File: src/design/flc_defines.svh
// register map, field positions, reset values and timing figures of the fan table control
`ifndef FLC_DEFINES_SVH
`define FLC_DEFINES_SVH
`define FLC_ADDR_FAN_SETUP 8'h45
`define FLC_ADDR_STARTUP 8'h46
`define FLC_ADDR_PUSHED1 8'h48
`define FLC_ADDR_PUSHED2 8'h49
`define FLC_ADDR_STATUS 8'h4a
`define FLC_ADDR_RESULT 8'h4b
`define FLC_ADDR_TABLE 8'h50
`define FLC_ADDR_LUT_BASE 8'h80
`define FLC_LUT_ENTRIES 8'd40
`define FLC_LUT_OUT_BASE 6'd32
`define FLC_RST_FAN_SETUP 8'h2b
`define FLC_RST_STARTUP 8'h0a
`define FLC_RST_TABLE 8'h00
`define FLC_RST_PUSHED 8'h00
`define FLC_FS_LOOP_ON 7
`define FLC_FS_RANGE_LO 5
`define FLC_FS_EDGES_LO 3
`define FLC_FS_UPDATE_LO 0
`define FLC_SU_FAIL_LO 6
`define FLC_SU_SKIP_KICK 5
`define FLC_SU_LEVEL_LO 2
`define FLC_SU_DUR_LO 0
`define FLC_TB_P1_FMT 7
`define FLC_TB_P2_FMT 6
`define FLC_TB_ARMED 5
`define FLC_TB_DRIVE_MODE 4
`define FLC_TB_COL3_LO 2
`define FLC_TB_COL4_LO 0
`define FLC_SENSOR_REF_C 8'd100
`define FLC_MIN_RPM_BASE 16'd500
`define FLC_MCLK_KHZ 10000
`define FLC_UPDATE_UNIT_MS 100
`define FLC_SPIN_BASE_MS 250
`define FLC_FULL_DUTY 7'd100
`define FLC_LEVEL_BASE 7'd30
`define FLC_LEVEL_STEP 7'd5
`define FLC_FAIL_BASE 7'd16
`define FLC_NO_HIT_TACH 8'hff
`define FLC_NO_HIT_DRIVE 8'h00
`endif

File: src/design/flc_pkg.sv
// types shared by the fan table control modules
package flc_pkg;
    typedef enum logic [1:0] {FLC_SRC_A, FLC_SRC_B, FLC_SRC_PUSHED, FLC_SRC_SPARE} flc_src_t;
    typedef enum {FLC_SP_IDLE, FLC_SP_KICK, FLC_SP_HOLD} flc_spin_t;
    typedef logic [7:0] flc_byte_t;
endpackage

File: src/design/flc_mem_if.sv
// write and read port of the lookup table storage
`timescale 1ns/10ps
`default_nettype none
interface flc_mem_if;
    logic we;
    logic [5:0] waddr;
    logic [7:0] wdata;
    logic [5:0] raddr;
    logic [7:0] rdata;
    modport ctl (output we, output waddr, output wdata, output raddr, input rdata);
    modport mem (input we, input waddr, input wdata, input raddr, output rdata);
endinterface // flc_mem_if
`default_nettype wire

File: src/design/flc_lut_mem.sv
// lookup table storage with registered read data
`timescale 1ns/10ps
`default_nettype none
module flc_lut_mem #(
    parameter int WIDTH = 8,
    parameter int DEPTH = 40
) (
    input wire logic mclk,
    flc_mem_if.mem m
);
    logic [WIDTH-1:0] store [DEPTH];

    always_ff @(posedge mclk)
    begin
        if (m.we)
        begin
            store[m.waddr] <= m.wdata;
        end
    end

    always_ff @(posedge mclk)
    begin
        m.rdata <= store[m.raddr];
    end
endmodule // flc_lut_mem
`default_nettype wire

File: src/design/flc_top.sv
// fan lookup table configuration, table scan and speed loop parameters
`timescale 1ns/10ps
`default_nettype none
`include "flc_defines.svh"
module flc_top #(
    parameter int UPDATE_UNIT_CYC = `FLC_UPDATE_UNIT_MS * `FLC_MCLK_KHZ,
    parameter int SPIN_BASE_CYC = `FLC_SPIN_BASE_MS * `FLC_MCLK_KHZ
) (
    input wire logic mclk,
    input wire logic rst,
    input wire logic reg_wr,
    input wire logic reg_rd,
    input wire logic [7:0] reg_addr,
    input wire flc_pkg::flc_byte_t reg_wdata,
    output flc_pkg::flc_byte_t reg_rdata,
    output logic reg_rvalid,
    input wire flc_pkg::flc_byte_t temp_ext1,
    input wire flc_pkg::flc_byte_t temp_ext2,
    input wire flc_pkg::flc_byte_t temp_ext3,
    input wire flc_pkg::flc_byte_t shutdown_threshold_input,
    input wire flc_pkg::flc_byte_t temp_internal,
    input wire flc_pkg::flc_byte_t temp_ext4,
    input wire logic spin_request,
    input wire logic fan_below_min,
    output flc_pkg::flc_byte_t lut_setting,
    output logic lut_valid,
    output logic lut_tach_mode,
    output logic speed_loop_on,
    output logic [15:0] min_rpm,
    output logic [2:0] fan_poles,
    output logic update_tick,
    output logic spin_active,
    output logic [6:0] spin_drive_pct,
    output logic drive_fail
);
    import flc_pkg::*;

    flc_mem_if mif ();
    flc_lut_mem #(.WIDTH(8), .DEPTH(40)) u_mem (.mclk(mclk), .m(mif.mem));

    flc_byte_t fan_setup_r, startup_r, table_r, pushed1_r, pushed2_r;
    flc_byte_t col_in [4];
    flc_byte_t col_sel_r [4];
    logic [3:0] col_hit_r;
    logic [2:0] step_r, sub_r, rd_sub_r;
    logic rd_valid_r, rd_last_r, fin_r;
    flc_byte_t out_hold_r, result_nxt;
    logic armed, lut_wr;
    logic [7:0] lut_off;
    logic [31:0] upd_cnt_r, upd_limit;
    logic [6:0] stall_cnt_r;
    flc_spin_t spin_r;
    logic [31:0] spin_cnt_r, spin_total;

    function automatic flc_byte_t flc_xlat(flc_byte_t v, logic fmt);
        // sensor format holds 100 minus the processor temperature
        if (!fmt)
            return v;
        else if (v > `FLC_SENSOR_REF_C)
            return 8'h00;
        else
            return `FLC_SENSOR_REF_C - v;
    endfunction

    function automatic flc_byte_t flc_pick(flc_byte_t a, flc_byte_t b, logic tach);
        // keep the entry asking the fan for more effort
        if (tach)
            return (b < a) ? b : a;
        else
            return (b > a) ? b : a;
    endfunction

    assign armed = table_r[`FLC_TB_ARMED];
    assign lut_off = reg_addr - `FLC_ADDR_LUT_BASE;
    assign lut_wr = reg_wr && reg_addr >= `FLC_ADDR_LUT_BASE && lut_off < `FLC_LUT_ENTRIES;

    assign mif.we = lut_wr && !armed;
    assign mif.waddr = lut_off[5:0];
    assign mif.wdata = reg_wdata;

    // host register writes
    always_ff @(posedge mclk or posedge rst)
    begin
        if (rst)
        begin
            fan_setup_r <= `FLC_RST_FAN_SETUP;
            startup_r <= `FLC_RST_STARTUP;
            table_r <= `FLC_RST_TABLE;
            pushed1_r <= `FLC_RST_PUSHED;
            pushed2_r <= `FLC_RST_PUSHED;
        end
        else if (reg_wr)
        begin
            unique case (reg_addr)
                `FLC_ADDR_FAN_SETUP: fan_setup_r <= reg_wdata;
                `FLC_ADDR_STARTUP: startup_r <= reg_wdata;
                `FLC_ADDR_TABLE: table_r <= reg_wdata;
                `FLC_ADDR_PUSHED1: pushed1_r <= reg_wdata;
                `FLC_ADDR_PUSHED2: pushed2_r <= reg_wdata;
                default: ;
            endcase
        end
    end

    // host register reads, answer one cycle later
    always_ff @(posedge mclk or posedge rst)
    begin
        if (rst)
        begin
            reg_rdata <= 8'h00;
            reg_rvalid <= 1'b0;
        end
        else
        begin
            reg_rvalid <= reg_rd;
            if (reg_rd)
            begin
                unique case (reg_addr)
                    `FLC_ADDR_FAN_SETUP: reg_rdata <= fan_setup_r;
                    `FLC_ADDR_STARTUP: reg_rdata <= startup_r;
                    `FLC_ADDR_TABLE: reg_rdata <= table_r;
                    `FLC_ADDR_PUSHED1: reg_rdata <= pushed1_r;
                    `FLC_ADDR_PUSHED2: reg_rdata <= pushed2_r;
                    `FLC_ADDR_STATUS: reg_rdata <= {5'h00, drive_fail, spin_active, lut_valid};
                    `FLC_ADDR_RESULT: reg_rdata <= lut_setting;
                    default: reg_rdata <= 8'h00;
                endcase
            end
        end
    end

    // column inputs
    always_comb
    begin
        col_in[0] = temp_ext1;
        col_in[1] = temp_ext2;
        // format flags in bits 7 and 6
        unique case (flc_src_t'(table_r[`FLC_TB_COL3_LO +: 2]))
            FLC_SRC_B: col_in[2] = shutdown_threshold_input;
            FLC_SRC_PUSHED: col_in[2] = flc_xlat(pushed1_r, table_r[`FLC_TB_P1_FMT]);
            default: col_in[2] = temp_ext3;
        endcase
        unique case (flc_src_t'(table_r[`FLC_TB_COL4_LO +: 2]))
            FLC_SRC_B: col_in[3] = temp_ext4;
            FLC_SRC_PUSHED: col_in[3] = flc_xlat(pushed2_r, table_r[`FLC_TB_P2_FMT]);
            default: col_in[3] = temp_internal;
        endcase
    end

    // table scan: per step the entry, then four thresholds
    assign mif.raddr = (sub_r == 3'd0) ? (`FLC_LUT_OUT_BASE + {3'd0, step_r})
                                       : {1'b0, sub_r[1:0] - 2'd1, step_r};

    always_ff @(posedge mclk or posedge rst)
    begin
        if (rst)
        begin
            step_r <= 3'd0;
            sub_r <= 3'd0;
            rd_sub_r <= 3'd0;
            rd_valid_r <= 1'b0;
            rd_last_r <= 1'b0;
        end
        else if (!armed)
        begin
            step_r <= 3'd0;
            sub_r <= 3'd0;
            rd_valid_r <= 1'b0;
            rd_last_r <= 1'b0;
        end
        else
        begin
            rd_valid_r <= 1'b1;
            rd_sub_r <= sub_r;
            rd_last_r <= (step_r == 3'd7) && (sub_r == 3'd4);
            if (sub_r == 3'd4)
            begin
                sub_r <= 3'd0;
                step_r <= step_r + 3'd1;
            end
            else
            begin
                sub_r <= sub_r + 3'd1;
            end
        end
    end

    always_ff @(posedge mclk or posedge rst)
    begin
        if (rst)
        begin
            out_hold_r <= 8'h00;
            col_hit_r <= 4'h0;
            fin_r <= 1'b0;
            for (int c = 0; c < 4; c++)
                col_sel_r[c] <= 8'h00;
        end
        else
        begin
            fin_r <= rd_valid_r && rd_last_r && armed;
            if (fin_r || !armed)
                col_hit_r <= 4'h0;
            if (rd_valid_r && armed)
            begin
                if (rd_sub_r == 3'd0)
                    out_hold_r <= mif.rdata;
                else
                begin
                    for (int c = 0; c < 4; c++)
                    begin
                        if (rd_sub_r == 3'(c + 1) && col_in[c] >= mif.rdata)
                        begin
                            col_sel_r[c] <= out_hold_r;
                            col_hit_r[c] <= 1'b1;
                        end
                    end
                end
            end
        end
    end

    // fold columns to most demanding entry
    always_comb
    begin
        result_nxt = lut_tach_mode ? `FLC_NO_HIT_TACH : `FLC_NO_HIT_DRIVE;
        for (int c = 0; c < 4; c++)
            if (col_hit_r[c])
                result_nxt = flc_pick(result_nxt, col_sel_r[c], lut_tach_mode);
    end

    always_ff @(posedge mclk or posedge rst)
    begin
        if (rst)
        begin
            lut_setting <= 8'h00;
            lut_valid <= 1'b0;
            lut_tach_mode <= 1'b1;
        end
        else
        begin
            // drive-mode bit clear selects tach targets
            lut_tach_mode <= !table_r[`FLC_TB_DRIVE_MODE];
            if (!armed)
                lut_valid <= 1'b0;
            else if (fin_r)
            begin
                lut_valid <= 1'b1;
                lut_setting <= result_nxt;
            end
        end
    end

    // speed loop parameters
    assign upd_limit = 32'(UPDATE_UNIT_CYC) * 32'(fan_setup_r[`FLC_FS_UPDATE_LO +: 3] + 3'd1);

    always_ff @(posedge mclk or posedge rst)
    begin
        if (rst)
        begin
            speed_loop_on <= 1'b0;
            min_rpm <= 16'h0000;
            fan_poles <= 3'd0;
        end
        else
        begin
            speed_loop_on <= fan_setup_r[`FLC_FS_LOOP_ON];
            // minimum speed doubles per range code
            min_rpm <= `FLC_MIN_RPM_BASE << fan_setup_r[`FLC_FS_RANGE_LO +: 2];
            fan_poles <= {1'b0, fan_setup_r[`FLC_FS_EDGES_LO +: 2]} + 3'd1;
        end
    end

    always_ff @(posedge mclk or posedge rst)
    begin
        if (rst)
        begin
            upd_cnt_r <= 32'h0;
            update_tick <= 1'b0;
        end
        else if (!fan_setup_r[`FLC_FS_LOOP_ON] || upd_cnt_r >= upd_limit - 32'h1)
        begin
            upd_cnt_r <= 32'h0;
            update_tick <= fan_setup_r[`FLC_FS_LOOP_ON];
        end
        else
        begin
            upd_cnt_r <= upd_cnt_r + 32'h1;
            update_tick <= 1'b0;
        end
    end

    // stall detection off when code zero
    always_ff @(posedge mclk or posedge rst)
    begin
        if (rst)
        begin
            stall_cnt_r <= 7'd0;
            drive_fail <= 1'b0;
        end
        else
        begin
            if (startup_r[`FLC_SU_FAIL_LO +: 2] == 2'b00 || !fan_below_min)
                stall_cnt_r <= 7'd0;
            else if (update_tick && stall_cnt_r != 7'h7f)
                stall_cnt_r <= stall_cnt_r + 7'd1;
            if (stall_cnt_r >= (`FLC_FAIL_BASE << (startup_r[`FLC_SU_FAIL_LO +: 2] - 2'd1))
                && startup_r[`FLC_SU_FAIL_LO +: 2] != 2'b00)
                drive_fail <= 1'b1;
            else if (reg_rd && reg_addr == `FLC_ADDR_STATUS)
                drive_fail <= 1'b0;
        end
    end

    // total spin time doubles per code
    assign spin_total = 32'(SPIN_BASE_CYC) << startup_r[`FLC_SU_DUR_LO +: 2];

    always_ff @(posedge mclk or posedge rst)
    begin
        if (rst)
        begin
            spin_r <= FLC_SP_IDLE;
            spin_cnt_r <= 32'h0;
            spin_active <= 1'b0;
            spin_drive_pct <= 7'd0;
        end
        else
        begin
            unique case (spin_r)
                FLC_SP_IDLE:
                begin
                    if (spin_request)
                    begin
                        if (!startup_r[`FLC_SU_SKIP_KICK])
                        begin
                            spin_r <= FLC_SP_KICK;
                            spin_cnt_r <= (spin_total >> 2) - 32'h1;
                        end
                        else
                        begin
                            spin_r <= FLC_SP_HOLD;
                            spin_cnt_r <= spin_total - (spin_total >> 2) - 32'h1;
                        end
                    end
                end
                FLC_SP_KICK:
                begin
                    if (spin_cnt_r == 32'h0)
                    begin
                        spin_r <= FLC_SP_HOLD;
                        spin_cnt_r <= spin_total - (spin_total >> 2) - 32'h1;
                    end
                    else
                        spin_cnt_r <= spin_cnt_r - 32'h1;
                end
                FLC_SP_HOLD:
                begin
                    if (spin_cnt_r == 32'h0)
                        spin_r <= FLC_SP_IDLE;
                    else
                        spin_cnt_r <= spin_cnt_r - 32'h1;
                end
            endcase
            spin_active <= spin_r != FLC_SP_IDLE;
            spin_drive_pct <= (spin_r == FLC_SP_KICK) ? `FLC_FULL_DUTY
                : (spin_r == FLC_SP_HOLD)
                    ? `FLC_LEVEL_BASE + `FLC_LEVEL_STEP * {4'd0, startup_r[`FLC_SU_LEVEL_LO +: 3]}
                    : 7'd0;
        end
    end

    a_pushed_xlat: assert property (@(posedge mclk) disable iff (rst)
        table_r[3:2] == 2'b10 && table_r[7] && pushed1_r <= 8'd100
        |-> col_in[2] == 8'd100 - pushed1_r) else $error("pushed one not translated");
    a_col4_pushed: assert property (@(posedge mclk) disable iff (rst)
        table_r[1:0] == 2'b10 && !table_r[6] |-> col_in[3] == pushed2_r)
        else $error("column four source wrong");
    a_unarmed_idle: assert property (@(posedge mclk) disable iff (rst)
        !armed ##1 !armed |-> !lut_valid && !fin_r) else $error("table active unarmed");
    a_tach_mode: assert property (@(posedge mclk) disable iff (rst)
        $stable(table_r) |-> lut_tach_mode == !table_r[4]) else $error("tach mode mismatch");
    a_min_select: assert property (@(posedge mclk) disable iff (rst)
        armed && fin_r && col_hit_r[0] && lut_tach_mode |=> lut_setting <= $past(col_sel_r[0]))
        else $error("result not smallest target");
    a_step_hit: assert property (@(posedge mclk) disable iff (rst)
        armed && rd_valid_r && rd_sub_r == 3'd1 && col_in[0] >= mif.rdata && !fin_r
        |=> col_hit_r[0] && col_sel_r[0] == $past(out_hold_r)) else $error("met step lost");
    a_loop_off: assert property (@(posedge mclk) disable iff (rst)
        !fan_setup_r[7] |=> !update_tick) else $error("tick while loop off");
    a_upd_period: assert property (@(posedge mclk) disable iff (rst)
        update_tick && $past(fan_setup_r[7]) && $stable(fan_setup_r)
        |-> $past(upd_cnt_r) == upd_limit - 32'h1) else $error("update period wrong");
    a_fail_off: assert property (@(posedge mclk) disable iff (rst)
        startup_r[7:6] == 2'b00 |=> stall_cnt_r == 7'd0) else $error("stall count while off");
    a_kick_start: assert property (@(posedge mclk) disable iff (rst)
        spin_r == FLC_SP_IDLE && spin_request && !startup_r[5]
        |=> spin_r == FLC_SP_KICK && spin_cnt_r == (spin_total >> 2) - 32'h1 ##1
        spin_drive_pct == 7'd100) else $error("kick not started");
    a_hold_level: assert property (@(posedge mclk) disable iff (rst)
        spin_r == FLC_SP_HOLD && startup_r[4:2] == 3'b010 && $stable(startup_r)
        |=> spin_drive_pct == 7'd40) else $error("hold level wrong");
    a_spin_total: assert property (@(posedge mclk) disable iff (rst)
        spin_r == FLC_SP_KICK && spin_cnt_r == 32'h0
        |=> spin_r == FLC_SP_HOLD && spin_cnt_r == spin_total - (spin_total >> 2) - 32'h1)
        else $error("hold time wrong");
endmodule // flc_top
`default_nettype wire

File: config.mk
export PLATFORM = sky130hd
export DESIGN_NAME = flc_top
export DESIGN_NICKNAME = d
export VERILOG_FILES = /design/src/design/flc_pkg.sv /design/src/design/flc_mem_if.sv /design/src/design/flc_lut_mem.sv /design/src/design/flc_top.sv
export VERILOG_INCLUDE_DIRS = /design/src /design/src/design
export SDC_FILE = /design/constraint.sdc
export NUM_CORES = 1
export LEC_CHECK = 0
export CAP_MARGIN = 20
export CELL_PAD_IN_SITES_DETAIL_PLACEMENT = 0
export CELL_PAD_IN_SITES_GLOBAL_PLACEMENT = 2
export CORE_MARGIN = 1.5
export CORE_UTILIZATION = 49
export DETAILED_ROUTE_END_ITERATION = 10
export DONT_BUFFER_PORTS = 1
export PLACE_DENSITY = 0.88
export SKIP_CTS_REPAIR_TIMING = 1
export SYNTH_ARGS = -nofsm -noshare
export SYNTH_HDL_FRONTEND = slang
export SYNTH_SLANG_ARGS = --single-unit
File: constraint.sdc
create_clock -name mclk -period 14.2 [get_ports mclk]
set_input_delay 2.84 -clock mclk [delete_from_list [all_inputs] [get_ports mclk]]
set_output_delay 2.84 -clock mclk [all_outputs]
set_load 0.02 [all_outputs]
# ---- After elaboration in Yosys (flattened, before gate mapping)
# Memories as Yosys holds them, arrays and structs flattened. A register that Yosys moved wholly into a read port is not among the register bits.
# Index checks and enable logic that the tools add are counted.
dict set report classes {
  n_eq_ne 28
  muxes 60
  mul 2
  n_addsub 18
  reduce_logical 43
  n_bitwise 1
  shift 3
  n_lt_le_gt_ge 18
}
# operator n
set ops {}
lappend ops {{$mux W32} 8}
lappend ops {{$pmux W32 S3} 2}
lappend ops {{$mux W8} 21}
lappend ops {{$eq A32 B2 Y1 const B} 2}
lappend ops {{$logic_not A32 Y1} 2}
lappend ops {{$sub A32 B1 Y32 const B} 2}
lappend ops {{$eq A8 B7 Y1 const B} 7}
lappend ops {{$pmux W8 S7} 1}
lappend ops {{$add A32 B1 Y32 const B} 1}
lappend ops {{$eq A32 B1 Y1 const B} 1}
lappend ops {{$eq A32 B3 Y1 const B} 1}
lappend ops {{$ge A32 B32 Y1} 1}
lappend ops {{$ge A8 B8 Y1} 4}
lappend ops {{$gt A8 B8 Y1} 4}
lappend ops {{$lt A8 B8 Y1} 4}
lappend ops {{$pmux W8 S2} 2}
lappend ops {{$reduce_bool A32 Y1} 1}
lappend ops {{$shl A22 B2 Y32 const A} 1}
lappend ops {{$sub A32 B30 Y32} 1}
lappend ops {{$sub A30 B1 Y31 const B} 1}
lappend ops {{$mux W7} 4}
lappend ops {{$sub A24 B1 Y25 const B} 1}
lappend ops {{$mul A14 B4 Y18 const A} 1}
lappend ops {{$gt A8 B7 Y1 const B} 2}
lappend ops {{other kinds (37)} 98}
dict set report totals {
  elab_cells 207
  input_bits 70
  register_bits 248
  memories 1
  out_inout_bits 49
  ram_bits 320
}
# memory words word_bits rd rd_clocked_by_memory_dff wr line
set mem_list {}
lappend mem_list {u_mem.store 40 8 1 1 1 flc_lut_mem.sv:11} ;# logic [WIDTH-1:0] store [DEPTH];

# ---- Longest topological paths before layout
dict set report logic_depth {
  depth_word 17
  depth_mapped 33
  depth_no_buf 30
}

# ---- Cells and area by module
# Synthesis repeated with hierarchy kept, for this count alone.
dict set report unflattened {
  hier_cells 2405
  hier_area_um2 28242.1
}
# module seq_area_each_um2 n_inst cells_per_inst area_per_inst_um2
set modules_own_cells {}
lappend modules_own_cells {flc_top 5288.8 1 1709 15248.4}
lappend modules_own_cells {flc_lut_mem 9769.4 1 696 12993.7}

# ---- Worst setup path before layout
# OpenSTA, ideal clock, no wires.
dict set report synth_timing {
  kind {reg-to-reg}
  start {register lut_tach_mode}
  end {register lut_setting[0]}
  n_path_buf 3
  period_less_slack_ns 7.368
  path_stages_with_launch 34
  arrival_time_ns 7.273
  setup_ns 0.096
  required_time_ns 14.104
  slack_ns 6.832
  path_cell_list {dfstp_2 -> clkbuf_1 -> inv_1 -> ha_1 -> a211oi_1 -> o21bai_1 -> o211a_1 -> nor3_1 -> a31o_2 -> ha_1 -> a21oi_1 -> a21boi_0 -> or2_2 -> o21ai_0 -> a21oi_1 -> clkbuf_1 -> o21a_1 -> ha_1 -> nor2b_1 -> o211ai_1 -> a21o_1 -> and4_1 -> nor2_1 -> clkbuf_1 -> nor2_1 -> or2_2 -> ha_1 -> nor2b_1 -> o211ai_1 -> a21oi_1 -> a211oi_1 -> mux2_2 -> o31a_1 -> o31ai_1}
}
dict set report synth_via {
  elab_chain_cells 17
  word_cells_on_any_way 25
  cone_classes {order compare: 8; mux: 17}
}
# item line
set synth_rtl {}
lappend synth_rtl {{from (decl)} flc_top.sv:27} ;# output logic lut_tach_mode,
lappend synth_rtl {{from (signal assigned)} flc_top.sv:242} ;# lut_tach_mode <= !table_r[`FLC_TB_DRIVE_MODE];
lappend synth_rtl {{$mux W8 (no line)} --}
lappend synth_rtl {{$gt A8 B8 Y1 / $lt A8 B8 Y1 (equally long branches)} {flc_top.sv:70, flc_top.sv:68}}
lappend synth_rtl {{$mux W8 (on tied branches)} {flc_top.sv:70, flc_top.sv:68}}
lappend synth_rtl {{$mux W8} flc_top.sv:67} ;# if (tach)
lappend synth_rtl {{$mux W8} flc_top.sv:227} ;# if (col_hit_r[c])
lappend synth_rtl {{$gt A8 B8 Y1 / $lt A8 B8 Y1 (equally long branches)} {flc_top.sv:70, flc_top.sv:68}}
lappend synth_rtl {{$mux W8 (on tied branches)} {flc_top.sv:70, flc_top.sv:68}}
lappend synth_rtl {{$mux W8} flc_top.sv:67}
lappend synth_rtl {{$mux W8} flc_top.sv:227}
lappend synth_rtl {{$gt A8 B8 Y1 / $lt A8 B8 Y1 (equally long branches)} {flc_top.sv:70, flc_top.sv:68}}
lappend synth_rtl {{$mux W8 (on tied branches)} {flc_top.sv:70, flc_top.sv:68}}
lappend synth_rtl {{$mux W8} flc_top.sv:67}
lappend synth_rtl {{$mux W8} flc_top.sv:227}
lappend synth_rtl {{$gt A8 B8 Y1 / $lt A8 B8 Y1 (equally long branches)} {flc_top.sv:70, flc_top.sv:68}}
lappend synth_rtl {{$mux W8 (on tied branches)} {flc_top.sv:70, flc_top.sv:68}}
lappend synth_rtl {{$mux W8} flc_top.sv:67}
lappend synth_rtl {{$mux W8 *} flc_top.sv:227}
lappend synth_rtl {{to (signal assigned)} flc_top.sv:248} ;# lut_setting <= result_nxt;
lappend synth_rtl {{to (decl)} flc_top.sv:25} ;# output flc_pkg::flc_byte_t lut_setting,
# Every way passes the cells marked *; elsewhere a longest branch is shown, timed or not.
# A chain may end at the register's enable or synchronous reset.

# ---- Worst setup path in the final report
dict set report layout_timing {
  start {register lut_tach_mode}
  end {register lut_setting[5]}
}
# The elaborated chain is that of the path after synthesis.

==> impl_metrics.env <==
export IMPL_status="finished clean"
export IMPL_cts_sinks=539
export IMPL_clk_transition_reported_paths_ps=60
export IMPL_synthAdderAreaFrac_pct=7.006
export IMPL_yosys_area_share_simple_pct=10.30
export IMPL_synth_xor_xnor_area_share_pct=2.141
export IMPL_grt_usage_pct=24.53
export IMPL_post_synth_num_cell_types=84
export IMPL_grt_pass1_wl_um=105500
export IMPL_worstHoldEndpoint="lut_tach_mode$_DFF_PP1_"
export IMPL_antenna_found_initial=7
export IMPL_rows=85
export IMPL_overflow=0
export IMPL_core_area_um2=54130
export IMPL_crit_top_cell="ha_1"
export IMPL_area_growth_pct=9.870
export IMPL_clock_latency_ps=640
export IMPL_netlist_instances=2153
export IMPL_worstPathArrival_ps=9240
export IMPL_synth_compound_area_share_pct=10.89
export IMPL_drcViolationCount=0
export IMPL_rsz0062_at_grt="false"
export IMPL_synth_top_area_share_pct=35.59
export IMPL_postRouteWirelength_um=68900
export IMPL_dr_first_iter_drc_count=1771
export IMPL_fin_skew_ps=54.50
export IMPL_num_io_pins=119
export IMPL_avgViaCountPerCell=6.130
export IMPL_cp_end_kind="flop"
export IMPL_fin_crit_ps=8778
export IMPL_synth_top_family_by_area="multiplexers"
export IMPL_finalCritPeriodShare_pct=61.82
export IMPL_reg2reg_to="lut_setting[5]$_DFFE_PP0P_"
export IMPL_vdd_ir_drop_max_mv=0.1278
export IMPL_gp_congestion=0.8648
export IMPL_fp_dieH_um=237.7
export IMPL_die_area_um2=56520
export IMPL_ff2ff_path_depth=30
export IMPL_grt_max_degree=91
export IMPL_synth_edf_count=320
export IMPL_max_freq_mhz=113.9
export IMPL_port_buffers=0
export IMPL_cts_root_buf="clkbuf_16"
export IMPL_ys_warn_count=0
export IMPL_hp_start="table_r[4]$_DFFE_PP0P_"
export IMPL_cap_viol_max_count=0
export IMPL_synth_mux_area_share_pct=11.04
export IMPL_reg2reg_slack_ps=5420
export IMPL_seq_area_frac_synth_pct=55.77
export IMPL_netlist_top_cell_by_area="edfxtp_1"
export IMPL_start_kind="flop"
export IMPL_initial_utilization_pct=49.88
export IMPL_holdWs_ps=436.8
export IMPL_finalPower_uw=3874
export IMPL_nets=2359
export IMPL_r2r_start="lut_tach_mode$_DFF_PP1_"
export IMPL_hp_class="flop to flop"
export IMPL_synth_seq_cells=539
export IMPL_dpl_hpwl_um=47230
export IMPL_syn_area_um2=27000
export IMPL_final_cell_mix="edfxtp_1 (320), dfrtp_1 (201), nor2_1 (186)"
export IMPL_die_x_um=237.7
export IMPL_wire_per_inst_um=23.86
export IMPL_avgSynthCellArea_um2=12.54
export IMPL_crit_slowest_cell="nor2_1"
export IMPL_vias=17700
export IMPL_drive_gt1_share_pct=14.25
export IMPL_h_tree_depth=2
export IMPL_path_class="flop to flop"
export IMPL_tightest_slew_ps=1071
export IMPL_p_leak_uw=0.01120
export IMPL_numCtsBuffers=56
export IMPL_drv_slew=0
export IMPL_power_per_cell_area_nw_per_um2=130.6
export IMPL_antenna_left=0
export IMPL_async_flop_share_pct=39.15
export IMPL_path_max_fanout=13
export IMPL_setup_tns_final_ps=0
export IMPL_grt_pass1_vias=17370
export IMPL_required_ps=14660
export IMPL_final_setup_viol_count=0
export IMPL_report_final_hold_viol_count=0
export IMPL_final_common_cell="edfxtp_1"
export IMPL_cts_tree="yes"
export IMPL_ys_flop_type="edfxtp_1"
export IMPL_slew_headroom_pct=28.33
export IMPL_ys_top_cells_by_area="edfxtp_1 (36%), dfrtp_1 (19%), mux4_2 (7.3%), ha_1 (6.5%), nor2_1 (2.6%)"
export IMPL_drt_pass1_iterations=6
export IMPL_worst_hold_path_num_cells=1
export IMPL_clk_path_buf_depth=3
export IMPL_critical_path_max_stage_delay_ps=750
## worst max-delay path, delay by kind of cell (launching register included)
family          cells  cell delay, ps
mux                 1             470
buf+inv             1             290
simple gates       10            3490
flops               1             720
fa+ha+maj           4            1210
compound gates     14            2440
## state kept, by name, indices dropped and copies added (netlist names), 2 cells and up
| name | cells |
|---|---|
| pushed1_r | 8 |
| startup_r | 8 |
| u_mem.store | 320 |
| spin_r | 2 |
| col_hit_r | 4 |
| pushed2_r | 8 |
| out_hold_r | 8 |
| step_r | 3 |
| fan_poles | 3 |
| spin_drive_pct | 7 |
| rd_sub_r | 3 |
| fan_setup_r | 8 |
| u_mem.m.rdata | 8 |
| min_rpm | 9 |
| lut_setting | 8 |
| col_sel_r | 32 |
| sub_r | 3 |
| upd_cnt_r | 32 |
| reg_rdata | 8 |
| spin_cnt_r | 32 |
| table_r | 8 |
| stall_cnt_r | 7 |
## cell type report
cell class	count	area [um^2]
fill	4467	24470
inverter	101	386.6
antenna	1	2.502
clock buffer	69	1508
clock inverter	37	503.0
tap	696	870.8
timing repair buffer	15	117.6
multi-input combinational	1429	11210
sequential	539	15060
## cells by family after synthesis
logic type | Yosys count
AOI/OAI and AO/OA | 447
xor gates and xnor gates | 66
adders and majority gates | 147
buffers and inverters | 190
DFF | 539
muxes | 180
other | 2
and+or+nand+nor | 582
## per-layer routing
layer | GRT usage (%) | part of all wire (%)
met1 | 34.06 | 43
met5 | 0 | 0.11
met3 | 4.727 | 7.0
met2 | 39.28 | 47
met4 | 7.315 | 2.6
## synthesized netlist by cell type (8+ instances only)
master,count
a211oi_1,15
a21o_1,19
a21oi_1,90
a22oi_1,41
a31o_2,8
a31oi_1,12
and2_1,9
and3_1,19
buf_1,16
clkbuf_1,57
dfrtp_1,204
dfxtp_1,8
edfxtp_1,320
ha_1,140
inv_1,101
mux2_2,62
mux2i_1,30
mux4_2,88
nand2_1,165
nand2b_1,10
nand3_1,40
nand4_1,26
nor2_1,187
nor2b_1,15
nor3_1,30
nor3b_1,17
nor4_1,14
o211ai_1,21
o21a_1,15
o21ai_0,116
o22ai_1,9
o311ai_0,9
o31ai_1,16
or2_2,13
or3_1,11
xnor2_1,27
xor2_1,39
## worst max path at each step
stage	startpoint	end	slack [ps]
5_1_grt	lut_tach_mode$_DFF_PP1_	lut_setting[1]$_DFFE_PP0P_	4740
3_3_place_gp	lut_tach_mode$_DFF_PP1_	lut_setting[5]$_DFFE_PP0P_	5690
6_report	lut_tach_mode$_DFF_PP1_	lut_setting[5]$_DFFE_PP0P_	5420
3_5_place_dp	lut_tach_mode$_DFF_PP1_	lut_setting[5]$_DFFE_PP0P_	5530
4_1_cts	lut_tach_mode$_DFF_PP1_	lut_setting[5]$_DFFE_PP0P_	5470
2_1_floorplan	rst	col_hit_r[0]$_DFF_PP0_	5610
## stage by stage
stage	util, %	worst slack (ps)	area [um^2]	instances
after floorplan	-	5606	27020	2158
after global placement	51.02	5692	27620	2776
after detailed placement	51.02	5527	27620	2776
after CTS	54.73	5467	29630	2882
after global routing	54.80	4737	29670	2887
final	54.80	5422	29670	2887
## power breakdown
group | total [uW] | switching, uW | internal, uW
Sequential | 1800 | 79.2 | 1720
Clock | 1580 | 649 | 929
Combinational | 502 | 331 | 171
Total | 3870 | 1060 | 2820
Power figures use the tool's default switching activity.
